--- config.mk ---
export PLATFORM = sky130hd
export DESIGN_NAME = ufc_flow_top
export DESIGN_NICKNAME = d
export VERILOG_FILES = /design/src/include/ufc_pkg.sv /design/src/rtl/ufc_sync.sv /design/src/rtl/ufc_rx_match.sv /design/src/rtl/ufc_flow_top.sv
export VERILOG_INCLUDE_DIRS = /design/src /design/src/include
export SDC_FILE = /design/constraint.sdc
export NUM_CORES = 1
export LEC_CHECK = 0
export BUFFER_PORTS_ARGS = -buffer_cell sky130_fd_sc_hd__buf_2
export CAP_MARGIN = 5
export CORE_MARGIN = 2
export CORE_UTILIZATION = 40
export CTS_CLUSTER_SIZE = 24
export DETAILED_ROUTE_END_ITERATION = 12
export MAX_ROUTING_LAYER = met4
export SLEW_MARGIN = 0
export SYNTH_ARGS = -nofsm -noshare
export SYNTH_HDL_FRONTEND = slang
export SYNTH_SLANG_ARGS = --single-unit
--- constraint.sdc ---
create_clock -name pclk -period 2.9 [get_ports pclk]
set_input_delay 0.58 -clock pclk [delete_from_list [all_inputs] [get_ports pclk]]
set_output_delay 0.58 -clock pclk [all_outputs]
set_load 0.01 [all_outputs]
--- src/include/ufc_cfg.svh ---
// Purpose: constants of the uart flow-control block
// Assumes: apb byte addresses, 32-bit aligned words
// Notes:   definitions only
`ifndef UFC_CFG_SVH
`define UFC_CFG_SVH

`define UFC_AW            8
`define UFC_OFF_EFR       8'h00
`define UFC_OFF_FCR       8'h04
`define UFC_OFF_AFR       8'h08
`define UFC_OFF_IER       8'h0C
`define UFC_OFF_ISR       8'h10
`define UFC_OFF_MSR       8'h14
`define UFC_OFF_FSR       8'h18
`define UFC_OFF_FUR       8'h1C
`define UFC_OFF_FLR       8'h20
`define UFC_OFF_CHR       8'h24

`define UFC_EFR_CTS       7
`define UFC_IER_CTS       7
`define UFC_FCR_EN        0
`define UFC_AFR_DEEP      0
`define UFC_FSR_RXSTOP    0
`define UFC_FSR_CTS       1
`define UFC_FSR_TXSTOP    4
`define UFC_MSR_DCTS      0
`define UFC_MSR_CTS       4

`define UFC_RST_BYTE      8'h00
`define UFC_RST_CHR       32'h1313_1111
`define UFC_ISR_NONE      6'h01
`define UFC_ISR_CTS       6'h20

`define UFC_UP0           9'h008
`define UFC_UP1           9'h010
`define UFC_UP2           9'h038
`define UFC_UP3           9'h03C
`define UFC_LO0           9'h000
`define UFC_LO1           9'h008
`define UFC_LO2           9'h010
`define UFC_LO3           9'h038

`endif

--- src/include/ufc_pkg.sv ---
// Purpose: types shared by the uart flow-control block
// Assumes: constants live in ufc_cfg.svh
// Notes:   no import; use ufc_pkg::name
package ufc_pkg;

	typedef struct packed {
		logic       psel;
		logic       penable;
		logic       pwrite;
		logic [7:0] paddr;
		logic [31:0] pwdata;
	} ufc_apb_req_t;

	typedef struct packed {
		logic [31:0] prdata;
		logic        pready;
		logic        pslverr;
	} ufc_apb_rsp_t;

	typedef struct packed {
		logic       start;
		logic [7:0] data;
	} ufc_ser_cmd_t;

	typedef enum logic [2:0] {
		TS_IDLE   = 3'b001,
		TS_LAUNCH = 3'b010,
		TS_BUSY   = 3'b100
	} ufc_tx_state_t;

endpackage

--- src/rtl/ufc_sync.sv ---
// Purpose: two-flop synchroniser for pin levels
// Assumes: inputs are quasi-static levels
// Notes:   first stage feeds only the second
`timescale 1ns/10ps
module ufc_sync #(
	parameter int W = 1
) (
	input  wire logic         clk,
	input  wire logic         rst_n,
	input  wire logic [W-1:0] d,
	output logic      [W-1:0] q
);
	logic [W-1:0] meta_q;

	always_ff @(posedge clk or negedge rst_n) begin
		if (!rst_n) begin
			meta_q <= '1;
			q      <= '1;
		end else begin
			meta_q <= d;
			q      <= meta_q;
		end
	end
endmodule // ufc_sync

--- src/rtl/ufc_rx_match.sv ---
// Purpose: detect resume/stop characters from the far end
// Assumes: rx_valid is a one-cycle pulse per received char
// Notes:   chars = {stop2, stop1, resume2, resume1}
`timescale 1ns/10ps
module ufc_rx_match (
	input  wire logic        pclk,
	input  wire logic        presetn,
	input  wire logic [1:0]  mode,
	input  wire logic [31:0] chars,
	input  wire logic        rx_valid,
	input  wire logic [7:0]  rx_char,
	output logic             rx_stop
);
	logic on1, on2, off1, off2;
	logic seen_on_q, seen_off_q;

	assign on1  = rx_char == chars[7:0];
	assign on2  = rx_char == chars[15:8];
	assign off1 = rx_char == chars[23:16];
	assign off2 = rx_char == chars[31:24];

	// resume is tested first: equal codes count as resume
	always_ff @(posedge pclk or negedge presetn) begin
		if (!presetn) begin
			rx_stop <= 1'b0;
		end else if (mode == 2'b00) begin
			rx_stop <= 1'b0;
		end else if (rx_valid) begin
			case (mode)
			2'b10: begin
				if (on1)
					rx_stop <= 1'b0;
				else if (off1)
					rx_stop <= 1'b1;
			end
			2'b01: begin
				if (on2)
					rx_stop <= 1'b0;
				else if (off2)
					rx_stop <= 1'b1;
			end
			default: begin
				if (seen_on_q && on2)
					rx_stop <= 1'b0;
				else if (seen_off_q && off2)
					rx_stop <= 1'b1;
			end
			endcase
		end
	end

	always_ff @(posedge pclk or negedge presetn) begin
		if (!presetn) begin
			seen_on_q  <= 1'b0;
			seen_off_q <= 1'b0;
		end else if (mode != 2'b11) begin
			seen_on_q  <= 1'b0;
			seen_off_q <= 1'b0;
		end else if (rx_valid) begin
			seen_on_q  <= on1;
			seen_off_q <= off1 && !on1;
		end
	end

	a_rx_stop_one: assert property (
		@(posedge pclk) disable iff (!presetn)
		rx_valid && mode == 2'b10 && off1 && !on1 |=> rx_stop)
		else $error("stop char did not halt transmit");

	a_rx_resume_two: assert property (
		@(posedge pclk) disable iff (!presetn)
		rx_valid && mode == 2'b11 && seen_on_q && on2
		|=> !rx_stop)
		else $error("resume pair did not release transmit");
endmodule // ufc_rx_match

--- src/rtl/ufc_flow_top.sv ---
// Purpose: flow control of one uart channel behind an apb slave
// Assumes: first-word-fall-through tx fifo; serializer raises
//          ser_busy the cycle after ser_cmd.start
// Notes:   cts_n_in is a pin and is synchronised
//
// Implementation choices: the APB slave port and the address map.
`timescale 1ns/10ps
`include "ufc_cfg.svh"
module ufc_flow_top #(
	parameter int FILL_W = 9
) (
	input  wire logic                 pclk,
	input  wire logic                 presetn,
	input  wire ufc_pkg::ufc_apb_req_t apb_req,
	output ufc_pkg::ufc_apb_rsp_t     apb_rsp,
	input  wire logic                 cts_n_in,
	input  wire logic [FILL_W-1:0]    rx_fill_count,
	input  wire logic                 rx_char_valid,
	input  wire logic [7:0]           rx_char,
	input  wire logic                 txf_valid,
	input  wire logic [7:0]           txf_data,
	output logic                      txf_pop,
	input  wire logic                 ser_busy,
	output ufc_pkg::ufc_ser_cmd_t     ser_cmd,
	output logic                      irq
);
	if (FILL_W < 9) begin : g_chk
		$error("FILL_W must hold a count of 256");
	end

	logic [7:0]  efr_q, fcr_q, afr_q, ier_q, fur_q, flr_q;
	logic [31:0] chr_q;
	logic        cts_s, cts_last_q, cts_rise, cts_int_q;
	logic        rx_stop, tx_stop_q, pend_q, pend_stop_q, pend_idx_q;
	logic        deep, txsw_en, cts_block, take_flow, take_data;
	logic        wr_en, rd_done, setup, hit;
	logic        launch_data_q;
	logic [8:0]  upper, lower;
	logic [FILL_W-1:0] fill;
	logic [7:0]  flow_char;
	logic [31:0] rd_val;
	ufc_pkg::ufc_tx_state_t tx_st_q;

	function automatic logic [8:0] thr_lut(input logic [1:0] code,
		input logic up);
		case ({up, code})
		3'b100:  thr_lut = `UFC_UP0;
		3'b101:  thr_lut = `UFC_UP1;
		3'b110:  thr_lut = `UFC_UP2;
		3'b111:  thr_lut = `UFC_UP3;
		3'b000:  thr_lut = `UFC_LO0;
		3'b001:  thr_lut = `UFC_LO1;
		3'b010:  thr_lut = `UFC_LO2;
		default: thr_lut = `UFC_LO3;
		endcase
	endfunction

	// stop flag or resume flag, first or second of the pair
	function automatic logic [7:0] pick_char(input logic [31:0] c,
		input logic stop, input logic second);
		case ({stop, second})
		2'b00:   pick_char = c[7:0];
		2'b01:   pick_char = c[15:8];
		2'b10:   pick_char = c[23:16];
		default: pick_char = c[31:24];
		endcase
	endfunction

	ufc_sync #(.W(1)) u_cts_sync (
		.clk   (pclk),
		.rst_n (presetn),
		.d     (cts_n_in),
		.q     (cts_s)
	);

	ufc_rx_match u_match (
		.pclk     (pclk),
		.presetn  (presetn),
		.mode     (efr_q[1:0]),
		.chars    (chr_q),
		.rx_valid (rx_char_valid),
		.rx_char  (rx_char),
		.rx_stop  (rx_stop)
	);

	assign fill      = rx_fill_count;
	assign deep      = fcr_q[`UFC_FCR_EN] & afr_q[`UFC_AFR_DEEP];
	assign upper     = deep ? {1'b0, fur_q} : thr_lut(fcr_q[7:6], 1'b1);
	assign lower     = deep ? {1'b0, flr_q} : thr_lut(fcr_q[5:4], 1'b0);
	assign txsw_en   = |efr_q[3:2];
	assign cts_block = efr_q[`UFC_EFR_CTS] & cts_s;
	assign cts_rise  = cts_s & ~cts_last_q;
	assign flow_char = pick_char(chr_q, pend_stop_q,
		efr_q[3:2] == 2'b01 || pend_idx_q);
	assign take_flow = tx_st_q == ufc_pkg::TS_IDLE && pend_q;
	assign take_data = tx_st_q == ufc_pkg::TS_IDLE && !pend_q &&
		txf_valid && !cts_block && !rx_stop;

	// apb: registered answer, pready in the access cycle
	assign setup   = apb_req.psel & ~apb_req.penable;
	assign wr_en   = apb_req.psel & apb_req.penable & apb_rsp.pready &
		apb_req.pwrite;
	assign rd_done = apb_req.psel & apb_req.penable & apb_rsp.pready &
		~apb_req.pwrite;

	always_comb begin
		hit    = 1'b1;
		rd_val = 32'h0000_0000;
		case (apb_req.paddr)
		`UFC_OFF_EFR: rd_val[7:0] = efr_q;
		`UFC_OFF_FCR: rd_val[7:0] = fcr_q;
		`UFC_OFF_AFR: rd_val[7:0] = afr_q;
		`UFC_OFF_IER: rd_val[7:0] = ier_q;
		`UFC_OFF_ISR: rd_val[5:0] = cts_int_q ? `UFC_ISR_CTS
			: `UFC_ISR_NONE;
		`UFC_OFF_MSR: begin
			rd_val[`UFC_MSR_DCTS] = cts_int_q;
			rd_val[`UFC_MSR_CTS]  = ~cts_s;
		end
		`UFC_OFF_FSR: begin
			rd_val[`UFC_FSR_RXSTOP] = rx_stop;
			rd_val[`UFC_FSR_CTS]    = cts_block;
			rd_val[`UFC_FSR_TXSTOP] = txsw_en & tx_stop_q;
		end
		`UFC_OFF_FUR: rd_val[8:0] = upper;
		`UFC_OFF_FLR: rd_val[8:0] = lower;
		`UFC_OFF_CHR: rd_val = chr_q;
		default: hit = 1'b0;
		endcase
	end

	always_ff @(posedge pclk or negedge presetn) begin
		if (!presetn) begin
			apb_rsp <= '0;
		end else if (setup) begin
			apb_rsp.pready  <= 1'b1;
			apb_rsp.pslverr <= ~hit;
			apb_rsp.prdata  <= apb_req.pwrite ? 32'h0000_0000 : rd_val;
		end else begin
			apb_rsp <= '0;
		end
	end

	always_ff @(posedge pclk or negedge presetn) begin
		if (!presetn) begin
			efr_q <= `UFC_RST_BYTE;
			fcr_q <= `UFC_RST_BYTE;
			afr_q <= `UFC_RST_BYTE;
			ier_q <= `UFC_RST_BYTE;
			fur_q <= `UFC_RST_BYTE;
			flr_q <= `UFC_RST_BYTE;
			chr_q <= `UFC_RST_CHR;
		end else if (wr_en) begin
			case (apb_req.paddr)
			`UFC_OFF_EFR: efr_q <= apb_req.pwdata[7:0];
			`UFC_OFF_FCR: fcr_q <= apb_req.pwdata[7:0];
			`UFC_OFF_AFR: afr_q <= apb_req.pwdata[7:0];
			`UFC_OFF_IER: ier_q <= apb_req.pwdata[7:0];
			`UFC_OFF_FUR: if (deep) fur_q <= apb_req.pwdata[7:0];
			`UFC_OFF_FLR: if (deep) flr_q <= apb_req.pwdata[7:0];
			`UFC_OFF_CHR: chr_q <= apb_req.pwdata;
			default: ;
			endcase
		end
	end

	// cts_n_in rise interrupt, falls are ignored; a new rise beats the read clear
	always_ff @(posedge pclk or negedge presetn) begin
		if (!presetn) begin
			cts_last_q <= 1'b1;
			cts_int_q  <= 1'b0;
			irq        <= 1'b0;
		end else begin
			cts_last_q <= cts_s;
			if (cts_rise && ier_q[`UFC_IER_CTS])
				cts_int_q <= 1'b1;
			else if (rd_done && apb_req.paddr == `UFC_OFF_MSR)
				cts_int_q <= 1'b0;
			irq <= cts_int_q;
		end
	end

	// transmit soft flow; a new event overrides a half-sent pair
	always_ff @(posedge pclk or negedge presetn) begin
		if (!presetn) begin
			tx_stop_q   <= 1'b0;
			pend_q      <= 1'b0;
			pend_stop_q <= 1'b0;
			pend_idx_q  <= 1'b0;
		end else if (!txsw_en) begin
			tx_stop_q  <= 1'b0;
			pend_q     <= 1'b0;
			pend_idx_q <= 1'b0;
		end else if (!tx_stop_q && fill > FILL_W'(upper)) begin
			tx_stop_q   <= 1'b1;
			pend_q      <= 1'b1;
			pend_stop_q <= 1'b1;
			pend_idx_q  <= 1'b0;
		end else if (tx_stop_q && fill == FILL_W'(lower)) begin
			tx_stop_q   <= 1'b0;
			pend_q      <= 1'b1;
			pend_stop_q <= 1'b0;
			pend_idx_q  <= 1'b0;
		end else if (take_flow) begin
			if (efr_q[3:2] == 2'b11 && !pend_idx_q) begin
				pend_idx_q <= 1'b1;
			end else begin
				pend_q     <= 1'b0;
				pend_idx_q <= 1'b0;
			end
		end
	end

	// character launcher; waits for the serializer between chars
	always_ff @(posedge pclk or negedge presetn) begin
		if (!presetn) begin
			tx_st_q       <= ufc_pkg::TS_IDLE;
			ser_cmd       <= '0;
			txf_pop       <= 1'b0;
			launch_data_q <= 1'b0;
		end else begin
			txf_pop       <= 1'b0;
			ser_cmd.start <= 1'b0;
			case (tx_st_q)
			ufc_pkg::TS_IDLE: begin
				if (take_flow) begin
					ser_cmd.start <= 1'b1;
					ser_cmd.data  <= flow_char;
					launch_data_q <= 1'b0;
					tx_st_q       <= ufc_pkg::TS_LAUNCH;
				end else if (take_data) begin
					ser_cmd.start <= 1'b1;
					ser_cmd.data  <= txf_data;
					txf_pop       <= 1'b1;
					launch_data_q <= 1'b1;
					tx_st_q       <= ufc_pkg::TS_LAUNCH;
				end
			end
			ufc_pkg::TS_LAUNCH: tx_st_q <= ufc_pkg::TS_BUSY;
			ufc_pkg::TS_BUSY: begin
				if (!ser_busy)
					tx_st_q <= ufc_pkg::TS_IDLE;
			end
			default: tx_st_q <= ufc_pkg::TS_IDLE;
			endcase
		end
	end

	a_cts_hold_data: assert property (
		@(posedge pclk) disable iff (!presetn)
		txf_pop |-> $past(!cts_block && !rx_stop))
		else $error("fifo data sent while held");

	a_cts_irq_set: assert property (
		@(posedge pclk) disable iff (!presetn)
		cts_rise && ier_q[7] |=> cts_int_q ##1 irq)
		else $error("cts rise did not raise interrupt");

	a_msr_rd_clear: assert property (
		@(posedge pclk) disable iff (!presetn)
		rd_done && apb_req.paddr == `UFC_OFF_MSR && !cts_rise
		|=> !cts_int_q)
		else $error("modem status read left interrupt");

	a_irq_cause_cts: assert property (
		@(posedge pclk) disable iff (!presetn)
		$rose(cts_int_q) |-> $past(cts_rise && ier_q[7]))
		else $error("interrupt without cts rise");

	a_sw_enable_quiet: assert property (
		@(posedge pclk) disable iff (!presetn)
		$rose(txsw_en) |-> !tx_stop_q && !pend_q)
		else $error("enable did not start in resume");

	a_stop_enter: assert property (
		@(posedge pclk) disable iff (!presetn)
		txsw_en && !tx_stop_q && fill > FILL_W'(upper)
		|=> tx_stop_q && pend_q && pend_stop_q)
		else $error("upper crossing did not stop");

	a_resume_wait: assert property (
		@(posedge pclk) disable iff (!presetn)
		txsw_en && tx_stop_q && fill != FILL_W'(lower) && $stable(efr_q)
		|=> tx_stop_q)
		else $error("resumed before lower threshold");

	a_upper_lut: assert property (
		@(posedge pclk) disable iff (!presetn)
		!deep && fcr_q[7:6] == 2'b11 |-> upper == 9'h03C)
		else $error("upper threshold code 3 wrong");

	a_lower_lut: assert property (
		@(posedge pclk) disable iff (!presetn)
		!deep && fcr_q[5:4] == 2'b01 |-> lower == 9'h008)
		else $error("lower threshold code 1 wrong");

	a_flow_first: assert property (
		@(posedge pclk) disable iff (!presetn)
		tx_st_q == ufc_pkg::TS_IDLE && pend_q
		|=> ser_cmd.start && !launch_data_q && !txf_pop)
		else $error("flow char not ahead of data");
endmodule // ufc_flow_top

# Yosys cells after proc, flatten, opt, wreduce, memory -nomap -nowiden
# Cells that the tools add are included.
[op_classes]
bitwise_logic = 14
order_cmp = 1
eq_ne = 36
n_reduce_logical = 45
n_mux = 55
[op_table]
columns = ["operator", "count"]
rows = [
  ["$mux 9", 5],
  ["$pmux 9 s4", 1],
  ["$mux 34", 1],
  ["$eq 8x5->1 const B", 4],
  ["$eq 8x8->1", 4],
  ["$mux 32", 1],
  ["$mux 1", 31],
  ["$pmux 8 s3", 1],
  ["$mux 23", 1],
  ["$pmux 1 s10", 2],
  ["$pmux 6 s3", 1],
  ["$reduce_and 2->1", 9],
  ["$eq 8x4->1 const B", 2],
  ["$eq 8x6->1 const B", 2],
  ["$pmux 2 s8", 1],
  ["$pmux 2 s7", 1],
  ["$logic_and 1x1->1", 13],
  ["$eq 2x2->1 const B", 6],
  ["$ne 4x1->1 const B", 3],
  ["$eq 2x1->1 const B", 5],
  ["$reduce_bool 2->1", 5],
  ["$reduce_or 10->1", 1],
  ["$and 1x1->1", 9],
  ["$eq 9x9->1", 1],
  ["25 further kinds", 41],
]
[totals]
output_inout_bits = 45
wordCells = 177
in_bits = 74
register_bits = 139

# Logic depth before layout (Yosys ltp)
# Gate-level depths: netlist (run 1).
[logic_depth]
depth_word = 8
ltp_mapped = 11
mapped_depth_nobuf = 10

# By module
# From an unflattened synthesis (run 1), not the netlist that was laid out.
[hier_totals]
cells_unflattened = 568
hier_area_um2 = 6970.4
[by_module_without_submodules]
columns = ["module", "area_each_um2", "seq_area_each_um2", "n_inst", "cells_each"]
rows = [
  ["ufc_flow_top", 6177.2, 3368.2, 1, 484],
  ["ufc_rx_match", 740.7, 75.1, 1, 82],
  ["ufc_sync", 52.6, 52.6, 1, 2],
]

# Worst setup path after synthesis (run 1)
# No wires, ideal clock.
[synth_timing]
kind = "input-to-reg"
startpoint = "input apb_req[33] in the netlist's numbering"
endpoint = "register efr_q[6]"
arrival_time_ns = 2.281
slack_ns = 0.494
required_time_ns = 2.775
stages = 7
path_buffers = 2
setup_ns = 0.125
cell_sequence = "or4_4 buf_6 nor2_8 nand2_1 nor3_1 buf_2 mux2_2"
[synth_via]
elab_chain_len = 2
[synth_lines]
columns = ["element", "line", "rtl"]
rows = [
  ["start, declared", "ufc_flow_top.sv:14", "input wire ufc_pkg::ufc_apb_req_t apb_req,"],
  ["$logic_not 8->1", "ufc_flow_top.sv:154", "case (apb_req.paddr)"],
  ["$reduce_and 2->1 (no line)", "--", ""],
  ["end signal, assigned", "ufc_flow_top.sv:146", "efr_q <= `UFC_RST_BYTE;"],
  ["end signal, assigned", "ufc_flow_top.sv:155", "`UFC_OFF_EFR: efr_q <= apb_req.pwdata[7:0];"],
  ["end, declared", "ufc_flow_top.sv:31", "logic [7:0] efr_q, fcr_q, afr_q, ier_q, fur_q, flr_q;"],
]
# Every way passes these cells.
# A chain may end at the register's enable or synchronous reset.

# Worst setup path after layout (run 1)
[layout_timing]
startpoint = "register afr_q[0]"
endpoint = "register pend_q"
[layout_via]
elab_chain_len = 7
word_cells_on_any_way = 13
classes_between = "1 x order compare; 3 x eq/ne; 5 x mux; 1 x bitwise; 3 x reduce/logical"
[layout_lines]
columns = ["element", "line", "rtl"]
rows = [
  ["start, declared", "ufc_flow_top.sv:31", ""],
  ["start signal, assigned", "ufc_flow_top.sv:148", "afr_q <= `UFC_RST_BYTE;"],
  ["start signal, assigned", "ufc_flow_top.sv:157", "`UFC_OFF_AFR: afr_q <= apb_req.pwdata[7:0];"],
  ["$and 1x1->1 *", "ufc_flow_top.sv:87", "assign deep = fcr_q[`UFC_FCR_EN] & afr_q[`UFC_AFR_DEEP];"],
  ["branches (longest 6 deep; another with $gt 9x9->1)", "--", ""],
  ["end signal, assigned", "ufc_flow_top.sv:192", "pend_q <= 1'b0;"],
  ["end signal, assigned", "ufc_flow_top.sv:196", "pend_q <= 1'b1;"],
  ["end signal, assigned", "ufc_flow_top.sv:201", "pend_q <= 1'b1;"],
  ["end, declared", "ufc_flow_top.sv:34", "logic rx_stop, tx_stop_q, pend_q, pend_stop_q, pend_idx_q;"],
]
# Every way passes the cells marked *.

==> metrics.md, run 1 <==
| Metric | Value |
|---|---|
| Max-Slew Margin vs Limit | `between 30 and 40%` |
| Crit path max fanout | `9` |
| Clock buffer depth | `2` |
| Fin util | `49.7%` |
| Post-synthesis sequential area ratio | `around half` |
| Setup Viol. Count Final | `0` |
| Peak VDD IR | `just over 0.4 mV` |
| Pwr per Cell Area | `548 nW/µm²` |
| Worst-Margin Slew | `slightly above 0.9 ns` |
| Final ANT Viol Nets | `0` |
| Final hold vios | `0` |
| First-pass GRT wire length | `about 30000 µm` |
| Synth Register Bits | `between 100 and 150` |
| R2R Setup Slk | `around 0.18 ns` |
| Core area | `between 15000 and 20000 µm²` |
| Post-Syn Instances | `approximately 570` |
| FMAX | `367 MHz` |
| Distinct cells, synth | `75` |
| Die area | `between 15000 and 20000 µm²` |
| DP Wirelength | `14600 µm` |
| Hold WC Path Type | `in -> reg` |
| Post-CTS resize count | `0` |
| Via Count | `5241` |
| Design area | `around 8500 µm²` |
| Nets | `approximately 800` |
| Max-cap violations | `0` |
| Comb pwr share | `a little under a tenth` |
| Global route total overflow | `0` |
| Post-Syn Area | `between 6000 and 7000 µm²` |
| Sw Pwr | `between 1000 and 1500 µW` |
| Pre-CTS setup slack | `-0.0912 ns` |
| Clk sinks | `about 140` |
| Die width | `between 100 and 150 µm` |
| Placer Congestion | `~0.91` |
| Worst Setup SP | `afr_q[0]` |
| CTS Buf Count | `17` |
| Clock power share | `a little under half` |
| Initial DRT Pass Iterations | `5` |
| Largest net degree at the start of global routing | `140` |
| DRC errors left | `0` |
| Starting DRC count in detailed routing | `~400` |
| Async SR Flop Fraction | `100%` |
| Critical Path Sink Type | `flop` |
| Ports | `119` |
| Share of cells above drive strength 1 | `between 40% and 50%` |
| Vias in the first global route | `about 5400` |
| Post-DP Area | `~7900 µm²` |
| Status | `finished clean` |
| H-tree lvl count | `4` |
| Most frequent cells in the layout | `dfrtp_1, buf_2, mux2_2` |
| Main flop type after synthesis | `dfrtp_1` |
| Worst path arrival time | `around 3 ns` |
| Sequential Power Share | `about 44%` |
| HP Start | `cts_n_in` |
| Reg-to-Reg End | `pend_q` |
| Setup ws final | `between 0.15 and 0.2 ns` |
| Initial core utilization | `between 40% and 50%` |
| Rows | `48` |
| Syn Nets | `655` |
| Worst skew pair latency | `around 0.43 ns` |
| RSZ-0062 raised after global routing | `no` |
| Layout Skew | `roughly 0.011 ns` |
| Int Power | `roughly 3500 µW` |
| Number of port buffers | `roughly 120` |
| WS Path Type | `reg -> reg` |
| Initial antenna violation count | `0` |
| Leakage power total | `between 0.004 and 0.005 µW` |
| Commonest non-fill, non-tap cell in the layout | `dfrtp_1` |
| Post-synth EDFFs | `0` |
| Number of hold buffers added after CTS | `0` |
| Die Y | `136 µm` |
| WL per Instance | `slightly above 20 µm` |
| Max-slew violation count | `0` |
| Setup crit start kind | `flop` |
| Origin of the critical flop-to-flop path | `afr_q[0]` |
| Total Routing Usage GR | `a little under a quarter` |
| Final min period | `about 2.7 ns` |
| Syn_area_per_cell | `between 10 and 15 µm²` |
| Root Driver | `clkbuf_16` |
| Post-Route WL | `between 15000 and 20000 µm` |
| Diode count | `0` |
| CTS tree | `done` |
| R2R cell count | `11` |
| Switching Share | `25.5%` |
| Period utilisation layout | `93.8%` |
| Min-Delay Endpoint | `u_cts_sync.meta_q` |
| Worst-path clk slew | `approximately 0.060 ns` |
| Drt via density | `roughly 5.6` |
| Hold Path Stages | `1` |
| Post CTS Setup Buffer Count | `0` |
| Yosys warnings | `0` |
| Synth-to-Final Area Change | `22.3%` |
| Worst Path Required | `about 3.2 ns` |
[power groups by stage]
stage                     registers, µW  clock network [µW]  logic, µW
after floorplan                    2100                   0        182
after global placement             2080                   0        425
after detailed placement           2090                   0        431
after CTS                          2050                2210        433
after global routing               2060                2330        473
final                              2050                2180        428
[registers in the layout (all words and copies together) (netlist names), 3 cells and up]
| name | flops |
|---|---|
| tx_st_q | 3 |
| fcr_q | 8 |
| fur_q | 8 |
| ser_cmd | 9 |
| apb_rsp | 34 |
| afr_q | 8 |
| flr_q | 8 |
| ier_q | 8 |
| efr_q | 8 |
| chr_q | 32 |
[cell type report]
cell class	count	area (µm²)
sequential	139	3500
tap	225	282
clock inverter	14	163
inverter	25	93.8
fill	1530	8610
multi-input combinational	385	3270
clock buffer	18	429
timing repair buffer	138	772
[synthesized netlist by cell type, types with 4 or more instances]
library cell | number | share of area [%]
buf_2 | 10 | 0.72
inv_1 | 25 | 1.3
nand3_1 | 14 | 1.0
a21oi_1 | 15 | 1.1
nor3_1 | 4 | 0.29
a22oi_1 | 5 | 0.54
mux2_2 | 78 | 13
dfstp_2 | 14 | 5.3
ha_1 | 12 | 2.2
xor2_1 | 33 | 4.2
nor2_1 | 16 | 0.86
dfrtp_1 | 125 | 45
a222oi_1 | 8 | 1.2
and3_1 | 5 | 0.45
a31oi_1 | 10 | 0.90
nand2_1 | 36 | 1.9
mux4_2 | 13 | 4.2
nor4_1 | 9 | 0.81
nand2b_1 | 12 | 1.1
a21boi_0 | 4 | 0.43
or3_1 | 4 | 0.36
o21ai_0 | 12 | 0.86
and2_1 | 26 | 2.3
clkbuf_1 | 4 | 0.22
[routing by layer]
layer	GRT usage (%)	vias to the layer above	wire, µm
li1	-	2380	-
met1	29.3	2635	8540
met2	35.8	197	9300
met3	6.19	29	1260
met4	8.22	0	461
met5	-	-	0
[metrics by stage]
| stage | hold slack, ns | setup TNS, ns | total power (µW) | cells |
|---|---|---|---|---|
| floorplan | 0.284 | 0 | 2280 | 569 |
| global placement | 0.347 | -0.131 | 2510 | 912 |
| detailed placement | 0.351 | -0.0912 | 2520 | 912 |
| CTS | 0.236 | 0 | 4690 | 944 |
| global route | 0.231 | 0 | 4860 | 944 |
| finish | 0.246 | 0 | 4660 | 944 |
[worst max path at each step]
stage | slack (ns) | depth (start not counted) | endpoint
finish | 0.18 | 11 | pend_q
global route | 0.08 | 11 | pend_q
CTS | 0.21 | 11 | pend_q
detailed placement | -0.09 | 6 | apb_rsp[6]
global placement | -0.13 | 6 | apb_rsp[6]
floorplan | 0.49 | 7 | efr_q[6]
[critical path, cell delays in order (launching register included)]
cell      delay (ns)
dfrtp_1         0.46
and2_1          0.27
or3_1           0.34
o21ai_0         0.13
ha_1            0.30
a21oi_1         0.16
o22ai_1         0.11
nor3_1          0.17
o21ai_0         0.11
buf_4           0.15
a221oi_1        0.26
a311oi_1        0.09
[cell families after synthesis]
logic type,Yosys count,share of synthesized area [%]
flops,139,50.3
fa+ha+maj,12,2.16
buf+inv,45,2.75
xor+xnor,35,4.41
simple gates,154,13.6
mux,95,17.4
compound gates,89,9.34
Note: power is estimated with default switching activity, not from simulation.
==> run 2, diff against run 1 <==
- CORE_UTILIZATION: 40 -> 57
- PLACE_DENSITY: default -> 0.81
- SYNTH_HIERARCHICAL: default -> 1
==> metrics.md, run 2 <==
| Metric | Value |
|---|---|
| Status | `finished clean` |
| Nets | `788` |
| Via Count | `between 5000 and 6000` |
| Final ANT Viol Nets | `0` |
| CTS tree | `done` |
| Distinct cells, synth | `66` |
| Yosys warnings | `6` |
| Top flop regs | `apb_rsp x34, chr_q x32, ser_cmd x9` |
| Share of cells above drive strength 1 | `between 40% and 50%` |
| Syn_area_per_cell | `about 12 µm²` |
| Largest net degree at the start of global routing | `69` |
| Post-CTS resize count | `0` |
| Largest family of logic cells by synthesized area | `multiplexers` |
| Final hold vios | `0` |
| Worst skew pair latency | `between 0.4 and 0.5 ns` |
| Ports | `approximately 120` |
| Synth Area in Adders | `between 2 and 2.5%` |
| Clk sinks | `between 100 and 150` |
| Async SR Flop Fraction | `100%` |
| Post-Syn Instances | `568` |
| Max-Slew Margin vs Limit | `roughly 53%` |
| Pwr per Cell Area | `between 500 and 600 nW/µm²` |
| Die width | `~110 µm` |
| Setup crit start kind | `flop` |
| DRC errors left | `0` |
| Hold WC Path Type | `in -> async` |
| Post-DP Area | `7780 µm²` |
| Drt via density | `6.11` |
| Worst-path clk slew | `about 0.06 ns` |
| Global route total overflow | `0` |
| Post-Synth Simple-Gate Area | `approximately 13%` |
| Initial core utilization | `between 50 and 60%` |
| Root Driver | `clkbuf_16` |
| Syn Nets | `approximately 660` |
| Commonest non-fill, non-tap cell in the layout | `dfrtp_1` |
| Max-cap violations | `0` |
| Synth-to-Final Area Change | `20.8%` |
| Initial antenna violation count | `0` |
| Final Total Pwr | `roughly 4900 µW` |
| Crit path max fanout | `8` |
| Post-synthesis compound-gate area fraction | `under 10%` |
| Starting DRC count in detailed routing | `600` |
| Setup Viol. Count Final | `0` |
| H-tree lvl count | `4` |
| Max-slew violation count | `0` |
| Worst-Margin Slew | `around 0.70 ns` |
| Core area | `approximately 12000 µm²` |
| Initial DRT Pass Iterations | `5` |
| Area occupied by registers | `roughly 3500 µm²` |
| Placer Congestion | `between 0.9 and 1` |
| Leakage power total | `between 0.004 and 0.005 µW` |
| Synth area leaders | `dfrtp_1, mux2_2, dfstp_2, xnor2_1, mux4_2` |
| Die area | `roughly 13000 µm²` |
| Max reg flops | `34` |
| Synth top area share | `44.9%` |
| Final min period | `roughly 2.5 ns` |
| Multi-input logic area | `between 3000 and 4000 µm²` |
| FMAX | `approximately 390 MHz` |
| Worst path arrival time | `2.85 ns` |
| Die Y | `between 100 and 150 µm` |
| Post-Syn Area | `approximately 7000 µm²` |
| CTS Buf Count | `17` |
| Diode count | `0` |
| Post-synthesis sequential area ratio | `50.2%` |
| Multiplexer share of the synthesized area | `a little under a fifth` |
| Total Routing Usage GR | `30.9%` |
| Post-Route WL | `between 15000 and 20000 µm` |
| Layout Skew | `between 0.005 and 0.006 ns` |
| Fillers | `roughly 860` |
| Area leader, netlist | `dfrtp_1` |
| Critical Path Sink Type | `flop` |
| Most frequent cells in the layout | `dfrtp_1, buf_2, mux2_2` |
| Most flops, register | `apb_rsp` |
| Most frequent cell after synthesis | `dfrtp_1` |
| Commonest cells post-synth | `dfrtp_1, mux2_2, xnor2_1` |
| Post-synth EDFFs | `0` |
| WL per Instance | `21.7 µm` |
| Period utilisation layout | `87.5%` |
| DP Wirelength | `between 10000 and 15000 µm` |
| Post CTS Setup Buffer Count | `0` |
| Sum Neg Setup Slack | `0 ns` |
| Clock buffer depth | `2` |
| Number of hold buffers added after CTS | `0` |
| Peak VDD IR | `around 0.36 mV` |
| Post-Synth XOR/XNOR Area | `under 10%` |
| Rows | `40` |
| Vias in the first global route | `roughly 5300` |
| WS Path Type | `reg -> reg` |
| Synth Register Bits | `139` |
| Main flop type after synthesis | `dfrtp_1` |
| RSZ-0062 raised after global routing | `no` |
| First-pass GRT wire length | `roughly 29000 µm` |
| Design area | `between 8000 and 9000 µm²` |
| Number of port buffers | `118` |
| Worst Path Required | `3.21 ns` |
[run 2: worst paths after layout]
check                      cells past startpoint           endpoint  slack, ns               from
max                                           10        pend_stop_q       0.36           afr_q[0]
min                                            1        apb_rsp[16]       0.15            presetn
max reg2reg                                   10        pend_stop_q       0.36           afr_q[0]
min reg2reg                                    0       u_cts_sync/q       0.36  u_cts_sync/meta_q
max in group asynchronous                      2         tx_st_q[0]       1.90            presetn
min in group pclk                              1  u_cts_sync/meta_q       0.25           cts_n_in
[run 2: power by group]
part / total [µW] / internal [µW] / switching (µW)
Sequential: 2090 / 2030 / 51.2
Clock: 2320 / 1450 / 869
Combinational: 503 / 210 / 293
Total: 4910 / 3700 / 1210
[run 2: through the flow]
| step | cells | setup slack [ns] | utilization (%) | hold slack, ns |
|---|---|---|---|---|
| 6_report | 861 | 0.363 | 70.4 | 0.147 |
| 5_1_grt | 861 | 0.189 | 70.4 | 0.203 |
| 4_1_cts | 861 | 0.372 | 70.4 | 0.172 |
| 3_5_place_dp | 829 | 0.270 | 65.0 | 0.349 |
| 3_3_place_gp | 829 | 0.325 | 65.0 | 0.347 |
| 2_1_floorplan | 568 | 0.452 | - | 0.284 |
[run 2: layout make-up]
cell class / count / share of cell area [%]
inverters: 16 / 0.714
multi-input cells: 386 / 38.7
repair buffers: 141 / 9.29
clock inverters: 15 / 2.53
well taps: 147 / 2.19
flip-flops and latches: 139 / 41.5
clock buffers: 17 / 5.05
[run 2: critical path, stage by stage (launching register included)]
cell and delay [ns]:
dfrtp_1 0.45, and2_1 0.33, or3_1 0.15, o21ai_0 0.11, ha_1 0.34, nand4_1 0.11
or3b_2 0.45, o211ai_1 0.11, or2_2 0.15, o21ai_0 0.07, a21o_1 0.15
[run 2: logic make-up (layout without fill, tap and decap cells)]
group | Yosys count | in the layout
simple gates | 157 | 157
fa+ha+maj | 13 | 13
xor+xnor | 39 | 39
compound gates | 76 | 76
mux | 101 | 101
flops | 139 | 139
buf+inv | 43 | 189
[run 2: routing by layer]
metal / vias to the layer above / GRT usage (%) / wire, µm
met5: - / - / 0
met4: 0 / 12.6 / 539
met3: 40 / 6.19 / 1190
met2: 238 / 47.2 / 8880
met1: 2647 / 40.8 / 8060
li1: 2338 / - / -
